==> src/logic/ctec_consts.vh <==
`ifndef CTEC_CONSTS_VH
`define CTEC_CONSTS_VH

// Clock rate and derived counts
`define CTEC_CLK_HZ          50000000
`define CTEC_CLK_PERIOD_NS   20
// Test pulse width
`define CTEC_TEST_PULSE_US   1
`define CTEC_TEST_PULSE_CYC  ((`CTEC_TEST_PULSE_US * 1000) / `CTEC_CLK_PERIOD_NS)
// Test pulse counter load: width in cycles less one
`define CTEC_TEST_PULSE_LOAD 6'h31
// Trigger lead ahead of cycle start
`define CTEC_TRIG_LEAD_NS    10
`define CTEC_TRIG_LEAD_CYC   (((`CTEC_TRIG_LEAD_NS + `CTEC_CLK_PERIOD_NS - 1) / `CTEC_CLK_PERIOD_NS) < 1 ? 1 : ((`CTEC_TRIG_LEAD_NS + `CTEC_CLK_PERIOD_NS - 1) / `CTEC_CLK_PERIOD_NS))
// Elapsed tick: 2^-16 s, fractional accumulator step = 2^32 * 2^16 / clk
`define CTEC_TICK_ACC_W      32
`define CTEC_TICK_STEP       32'd5629500
// Elapsed counter: 4096 s at 2^16 counts per second
`define CTEC_ELAPSED_FRAC_W  16
`define CTEC_ELAPSED_SEC_W   12
`define CTEC_ELAPSED_W       28
`define CTEC_ELAPSED_RST     28'h0000000
// Cycle index and operating modes
`define CTEC_INDEX_W         16
`define CTEC_MODE_W          2
`define CTEC_MODE_SINGLE     2'h0
`define CTEC_MODE_DUAL       2'h1
`define CTEC_MODE_TRIPLE     2'h2
`define CTEC_MODE_FOUR       2'h3
`define CTEC_LIMIT_SINGLE    16'hffff
`define CTEC_LIMIT_TWO_THREE 16'h7fff
`define CTEC_LIMIT_FOUR      16'h3fff

`endif

==> src/logic/ctec_trig_chan.v <==
`timescale 1ns/1ps
`default_nettype none
`include "ctec_consts.vh"

// =====================================================================
// One cycle-trigger channel
module ctec_trig_chan (
    input  wire                      sys_clk,
    input  wire                      resetn,
    input  wire                      seq_start,
    input  wire                      cycle_pre,
    input  wire [`CTEC_INDEX_W-1:0]  index,
    input  wire                      repeat_en,
    output reg                       pulse
);
    reg [`CTEC_INDEX_W-1:0] count;
    reg                     done;
    wire                    hit;

    // The pre-cycle strobe of cycle N+1... we count strobes; strobe k
    // announces cycle k, so the pulse lands ahead of that cycle start
    // Index zero must never fire, even when the count wraps
    assign hit = cycle_pre && !done && (index != 16'h0000) &&
                 (count + 16'h0001 == index);

    always @(posedge sys_clk or negedge resetn) begin
        if (!resetn) begin
            count <= 16'h0000;
            done  <= 1'b0;
            pulse <= 1'b0;
        end else begin
            pulse <= hit;
            if (seq_start) begin
                count <= 16'h0000;
                done  <= 1'b0;
            end else if (cycle_pre && !done) begin
                if (hit && repeat_en) begin
                    count <= 16'h0000;
                end else if (hit) begin
                    done <= 1'b1;
                end else begin
                    count <= count + 16'h0001;
                end
            end
        end
    end
endmodule

`default_nettype wire

==> src/logic/ctec_top.v <==
`timescale 1ns/1ps
`default_nettype none
`include "ctec_consts.vh"

// What this block does
// - Each of two channels pulses at its programmed DUT cycle index.
// - The pulse comes about 10 ns before the selected cycle starts.
// - With repeat set, a channel pulses every N cycles all sequence.
// - Without repeat, a channel pulses once per sequence.
// - A test command gives one immediate 1 us test pulse.
// - The elapsed counter advances once every 2^-16 seconds.
// - The elapsed counter spans 4096 seconds.
// - The station start input clears the counter and starts it.
// - The seconds output shows the count scaled to seconds, one clock late.
module ctec_top (
    input  wire                           sys_clk,
    input  wire                           resetn,
    input  wire                           seq_start,
    input  wire                           cycle_start,
    input  wire [`CTEC_MODE_W-1:0]        func_mode,
    input  wire [`CTEC_INDEX_W-1:0]       index_a,
    input  wire                           repeat_a,
    input  wire [`CTEC_INDEX_W-1:0]       index_b,
    input  wire                           repeat_b,
    input  wire                           test_cmd,
    input  wire                           start_button,
    output wire                           cycle_pulse_chan_a,
    output wire                           cycle_pulse_chan_b,
    output reg                            station_test_pulse,
    output wire                           index_a_bad,
    output wire                           index_b_bad,
    output reg  [`CTEC_ELAPSED_SEC_W-1:0] elapsed_sec,
    output reg  [`CTEC_ELAPSED_W-1:0]     elapsed_raw,
    output reg                            elapsed_run
);
    // =================================================================
    // Index limits per operating mode
    function [`CTEC_INDEX_W-1:0] mode_limit;
        input [`CTEC_MODE_W-1:0] mode;
        begin
            case (mode)
                `CTEC_MODE_SINGLE: mode_limit = `CTEC_LIMIT_SINGLE;
                `CTEC_MODE_DUAL:   mode_limit = `CTEC_LIMIT_TWO_THREE;
                `CTEC_MODE_TRIPLE: mode_limit = `CTEC_LIMIT_TWO_THREE;
                `CTEC_MODE_FOUR:   mode_limit = `CTEC_LIMIT_FOUR;
                // Unknown mode falls back to the tightest limit
                default:           mode_limit = `CTEC_LIMIT_FOUR;
            endcase
        end
    endfunction

    function index_out_of_range;
        input [`CTEC_INDEX_W-1:0] idx;
        input [`CTEC_MODE_W-1:0]  mode;
        begin
            index_out_of_range = (idx == 16'h0000) || (idx > mode_limit(mode));
        end
    endfunction

    // Flags only; the controller owns the range, so a bad index is
    // reported rather than corrected
    assign index_a_bad = index_out_of_range(index_a, func_mode);
    assign index_b_bad = index_out_of_range(index_b, func_mode);

    // =================================================================
    // Trigger channels
    // Indices are latched at sequence start; later changes wait for the
    // next sequence, matching how the controller loads them
    reg [`CTEC_INDEX_W-1:0] held_index_a;
    reg [`CTEC_INDEX_W-1:0] held_index_b;
    reg                     held_repeat_a;
    reg                     held_repeat_b;
    reg                     seq_go;
    reg [`CTEC_INDEX_W-1:0] next_held_index_a;
    reg [`CTEC_INDEX_W-1:0] next_held_index_b;
    reg                     next_held_repeat_a;
    reg                     next_held_repeat_b;

    always @* begin
        next_held_index_a  = held_index_a;
        next_held_index_b  = held_index_b;
        next_held_repeat_a = held_repeat_a;
        next_held_repeat_b = held_repeat_b;
        if (seq_start) begin
            next_held_index_a  = index_a;
            next_held_index_b  = index_b;
            next_held_repeat_a = repeat_a;
            next_held_repeat_b = repeat_b;
        end
    end

    // The channels restart one clock after the latch, so both see the
    // new index on their first counted strobe
    always @(posedge sys_clk or negedge resetn) begin
        if (!resetn) begin
            held_index_a  <= 16'h0000;
            held_index_b  <= 16'h0000;
            held_repeat_a <= 1'b0;
            held_repeat_b <= 1'b0;
            seq_go        <= 1'b0;
        end else begin
            held_index_a  <= next_held_index_a;
            held_index_b  <= next_held_index_b;
            held_repeat_a <= next_held_repeat_a;
            held_repeat_b <= next_held_repeat_b;
            seq_go        <= seq_start;
        end
    end

    // cycle_start marks a point one lead-time ahead of each DUT cycle
    // The pulse leaves one clock after the strobe; that clock is part
    // of the lead, so the caller places the strobe with it in mind
    ctec_trig_chan u_chan_a (
        .sys_clk   (sys_clk),
        .resetn    (resetn),
        .seq_start (seq_go),
        .cycle_pre (cycle_start),
        .index     (held_index_a),
        .repeat_en (held_repeat_a),
        .pulse     (cycle_pulse_chan_a)
    );

    ctec_trig_chan u_chan_b (
        .sys_clk   (sys_clk),
        .resetn    (resetn),
        .seq_start (seq_go),
        .cycle_pre (cycle_start),
        .index     (held_index_b),
        .repeat_en (held_repeat_b),
        .pulse     (cycle_pulse_chan_b)
    );

    // =================================================================
    // Test pulse
    reg [5:0] test_count;
    reg [5:0] next_test_count;
    reg       next_station_test_pulse;

    // A new command restarts the full width, so a retrigger stretches
    // the pulse rather than notching it
    always @* begin
        next_test_count         = test_count;
        next_station_test_pulse = station_test_pulse;
        if (test_cmd) begin
            next_test_count         = `CTEC_TEST_PULSE_LOAD;
            next_station_test_pulse = 1'b1;
        end else if (test_count != 6'h00) begin
            next_test_count = test_count - 6'h01;
        end else begin
            next_station_test_pulse = 1'b0;
        end
    end

    always @(posedge sys_clk or negedge resetn) begin
        if (!resetn) begin
            test_count         <= 6'h00;
            station_test_pulse <= 1'b0;
        end else begin
            test_count         <= next_test_count;
            station_test_pulse <= next_station_test_pulse;
        end
    end

    // =================================================================
    // Elapsed-time counter
    // Fractional accumulator: carry out gives one enable every 2^-16 s on
    // average; single ticks jitter by one clock, which is far below 15 us
    reg  [`CTEC_TICK_ACC_W-1:0] tick_acc;
    reg                         tick;
    wire [`CTEC_TICK_ACC_W:0]   tick_sum;
    reg  [`CTEC_TICK_ACC_W-1:0] next_tick_acc;
    reg                         next_tick;
    reg  [`CTEC_ELAPSED_W-1:0]  next_elapsed_raw;
    reg                         next_elapsed_run;

    assign tick_sum = {1'b0, tick_acc} + {1'b0, `CTEC_TICK_STEP};

    // Start wins over a tick in the same clock, so a restart is clean
    always @* begin
        next_tick_acc    = tick_acc;
        next_tick        = tick;
        next_elapsed_raw = elapsed_raw;
        next_elapsed_run = elapsed_run;
        if (start_button) begin
            next_tick_acc    = 32'h00000000;
            next_tick        = 1'b0;
            next_elapsed_raw = `CTEC_ELAPSED_RST;
            next_elapsed_run = 1'b1;
        end else if (elapsed_run) begin
            next_tick_acc = tick_sum[`CTEC_TICK_ACC_W-1:0];
            next_tick     = tick_sum[`CTEC_TICK_ACC_W];
            if (tick) begin
                // 28 bits of 2^-16 s span 4096 s and wrap to zero
                next_elapsed_raw = elapsed_raw + 28'h0000001;
            end
        end
    end

    // Seconds lag the raw count by one clock
    always @(posedge sys_clk or negedge resetn) begin
        if (!resetn) begin
            tick_acc    <= 32'h00000000;
            tick        <= 1'b0;
            elapsed_raw <= `CTEC_ELAPSED_RST;
            elapsed_run <= 1'b0;
            elapsed_sec <= 12'h000;
        end else begin
            tick_acc    <= next_tick_acc;
            tick        <= next_tick;
            elapsed_raw <= next_elapsed_raw;
            elapsed_run <= next_elapsed_run;
            elapsed_sec <=
                elapsed_raw[`CTEC_ELAPSED_W-1:`CTEC_ELAPSED_FRAC_W];
        end
    end
endmodule

`default_nettype wire

==> config.mk <==
export PLATFORM = sky130hd
export DESIGN_NAME = ctec_top
export DESIGN_NICKNAME = d
export VERILOG_FILES = /design/src/logic/ctec_trig_chan.v /design/src/logic/ctec_top.v
export VERILOG_INCLUDE_DIRS = /design/src /design/src/logic
export SDC_FILE = /design/constraint.sdc
export NUM_CORES = 1
export LEC_CHECK = 0
export ABC_AREA = 1
export BUFFER_PORTS_ARGS = -buffer_cell sky130_fd_sc_hd__buf_2
export CORE_MARGIN = 1.5
export CORE_UTILIZATION = 60
export CTS_CLUSTER_DIAMETER = 100
export DETAILED_ROUTE_END_ITERATION = 12
export PLACE_DENSITY = 0.81
export SLEW_MARGIN = 20
export SYNTH_ARGS = -nofsm -noshare
export SYNTH_HDL_FRONTEND = slang
export SYNTH_SLANG_ARGS = --single-unit
==> constraint.sdc <==
create_clock -name sys_clk -period 6.7 [get_ports sys_clk]
set_input_delay 0.67 -clock sys_clk [delete_from_list [all_inputs] [get_ports sys_clk]]
set_output_delay 0.67 -clock sys_clk [all_outputs]
set_load 0.05 [all_outputs]
==> metrics.txt <==
GRT overflow 0; TritonRoute pass-1 iters 6; initial antenna violation count 0; Clk pin slew, worst setup/hold paths 0.06 ns; setup TNS 0 ns; crit share post-route approximately 44%; ys flop type dfrtp_1; Post-synth top cells 277 x nand2_1, 161 x inv_1, 150 x dfrtp_1; synthesis-to-finish area growth 13.1%; Reg power frac between 40% and 50%; largest net degree at the start of global routing 77; layout cells sized above 1 about an eighth; Hold Slack 0.265 ns; Mapped Avg Cell Area 7.37 µm²; vias in the first global route roughly 7900; Initial Util 62.0%; YS warnings 0; Routed WL 21700 µm; most common cell in the netlist nand2_1; Net Sw Power ~0.00061 W; relative slew slack 30.2%; status completed; Finished Cell Area between 9000 and 10000 µm²; Max Freq between 300 and 400 MHz; max-slew violations 0; via count a little over 8000; PostCTS Resize Cnt 0; WL per Instance ~15 µm; Final min period around 3 ns; fin nets about 1300; PortBufs 87; Mapped Nets ~1200; HP Class input port to async pin; Die ar. ~15000 µm²; Max-cap violations 0; CP startpoint kind input port; DP Area between 9000 and 10000 µm²; Synth async-reset ratio between 90% and 100%; Via-to-Cell Ratio between 5 and 6; critical path type input port to output port; top cells by area, synth dfrtp_1 43%, nand2_1 12%, nand3_1 7.1%; Slowest cell on crit path or4_1; Switching Share between 20 and 30%; hold_buf cts 0; Clk Latency, worst-skew pair between 0.4 and 0.5 ns; cell-internal power ~0.0016 W; gr usage total between 30 and 40%; CTS tree done; critical path, cell by cell buf_2 > or2_2 > ha_1 > nand4_1 > or4_1 > a32o_1 > buf_2; final core occ 70.2%; Setup Fix Bufs, Post-CTS 0; Die Y roughly 120 µm; final setup fails 0; Synth top area share around 43%; Sink Count 150; LEAKAGE about 5.0 nW; routability congestion estimate approximately 0.9; DRC 0; RSZ-0062 raised after global routing no; critical path endpoint category output port; H-tree levels 4; CTS max path bufs 2; Worst Path Arrival about 2.3 ns; DRT iter0 DRCs approximately 700; Pwr per Cell Area 225 nW/µm²; first-pass GRT wire length 36400 µm; Crit path top cell by count buf_2; ant diodes 0; post-route ant nets 0; root buf cell clkbuf_16; Hold Fails Final Rpt 0; Syn Inst Count 1177; Clock power frac between 40% and 50%; number of synthesized flops with an enable pin 0; Unique masters post-synth 50; IO Pins 88; core area 14000 µm²; max incr delay on CP 0.40 ns; Seq cells post-synth 150; cell taking the most area after synthesis dfrtp_1; Combinational Power Share about 12%; post-synthesis cell area between 8000 and 9000 µm²; Clock Skew about 0.0085 ns; detailed placement HPWL between 15000 and 20000 µm; actual slew at the worst max-slew pin between 1 and 1.5 ns; Seq/Total Area, Yosys between 40% and 50%; Req. time, crit path 6.03 ns; Die W approximately 120 µm; CTS Buf Count 17; Max FO, Critical Path 2; reg2reg setup slack ~3.9 ns; Peak VDD IR between 0.0002 and 0.00025 V; Rows between 40 and 50
## placed cells by master, fill, tap and decap left out, types with 3 or more instances in the layout
cell type,count
nand2_2,7
nor2_4,4
a21oi_1,60
a31oi_1,3
clkbuf_16,17
o21ai_0,85
nor3_1,27
nor2_2,9
nand3_1,123
ha_1,10
nand4_1,52
nor4_1,14
nand2_4,3
nor2_1,100
clkinv_1,3
o31ai_1,3
buf_2,86
clkinv_2,3
xnor2_1,4
o22ai_1,3
nand2_1,277
xor2_1,16
clkinvlp_4,3
dfrtp_1,150
nor3_2,3
inv_1,161
## routing by layer
metal  track usage (%)  vias to the layer above  routed length [µm]
met5                 0                        -                   0
met4              11.8                        0                 656
met3              6.50                       53                1400
met2              50.2                      307               10300
met1              39.6                     3855                9330
li1                  -                     4066                   -
## worst max-delay path, delay by kind of cell
family	cells	cell delay (ns)
AOI/OAI and AO/OA	1	0.21
and+or+nand+nor	3	0.79
buffers and inverters	2	0.31
adders and majority gates	1	0.30
## state kept, by name, summed over array words and instances, names as in the netlist, 6 cells and up
register and cells:
elapsed_raw 28, tick_acc 30, test_count 6, held_index_b 16, u_chan_b.count 16, elapsed_sec 12
held_index_a 16, u_chan_a.count 16
## path summary, 6_finish.rpt
check	start	to	depth (start not counted)
worst max-delay path	func_mode[0]	index_b_bad	7
worst min-delay path	resetn	u_chan_b.pulse	1
worst max register to register	u_chan_a.count[0]	u_chan_a.count[12]	13
worst min register to register	elapsed_raw[25]	elapsed_sec[9]	0
max in group asynchronous	resetn	tick_acc[17]	2
min in group sys_clk	elapsed_raw[25]	elapsed_sec[9]	0
## power groups by stage
stage / clock network, W / logic [W] / registers, W
floorplan: 0 / 0.000181 / 0.00100
global placement: 0 / 0.000260 / 0.00101
detailed placement: 0 / 0.000266 / 0.00101
CTS: 0.000957 / 0.000268 / 0.000993
global route: 0.000992 / 0.000308 / 0.00100
finish: 0.000948 / 0.000269 / 0.000994
## logic make-up after synthesis
logic type / Yosys count / synth area share (%)
xor+xnor: 21 / 2.28
simple gates: 633 / 34.0
compound gates: 169 / 10.5
fa+ha+maj: 10 / 1.44
buf+inv: 194 / 8.61
flops: 150 / 43.3
## through the flow
stage / setup slack (ns) / total power [W] / instances
final: 3.74 / 0.00221 / 1449
after global routing: 3.66 / 0.00230 / 1449
after CTS: 3.73 / 0.00222 / 1449
after detailed placement: 3.74 / 0.00127 / 1418
after global placement: 3.76 / 0.00127 / 1418
after floorplan: 3.89 / 0.00118 / 1177
## cell type report
type,instances,area [µm²]
multi-input cells,833,4180
fillers,1164,4170
flip-flops and latches,150,3750
inverters,166,623
clock buffers,20,457
repair buffers,89,457
well taps,180,225
clock inverters,11,124
No activity file was read; power rests on OpenSTA's default activity.
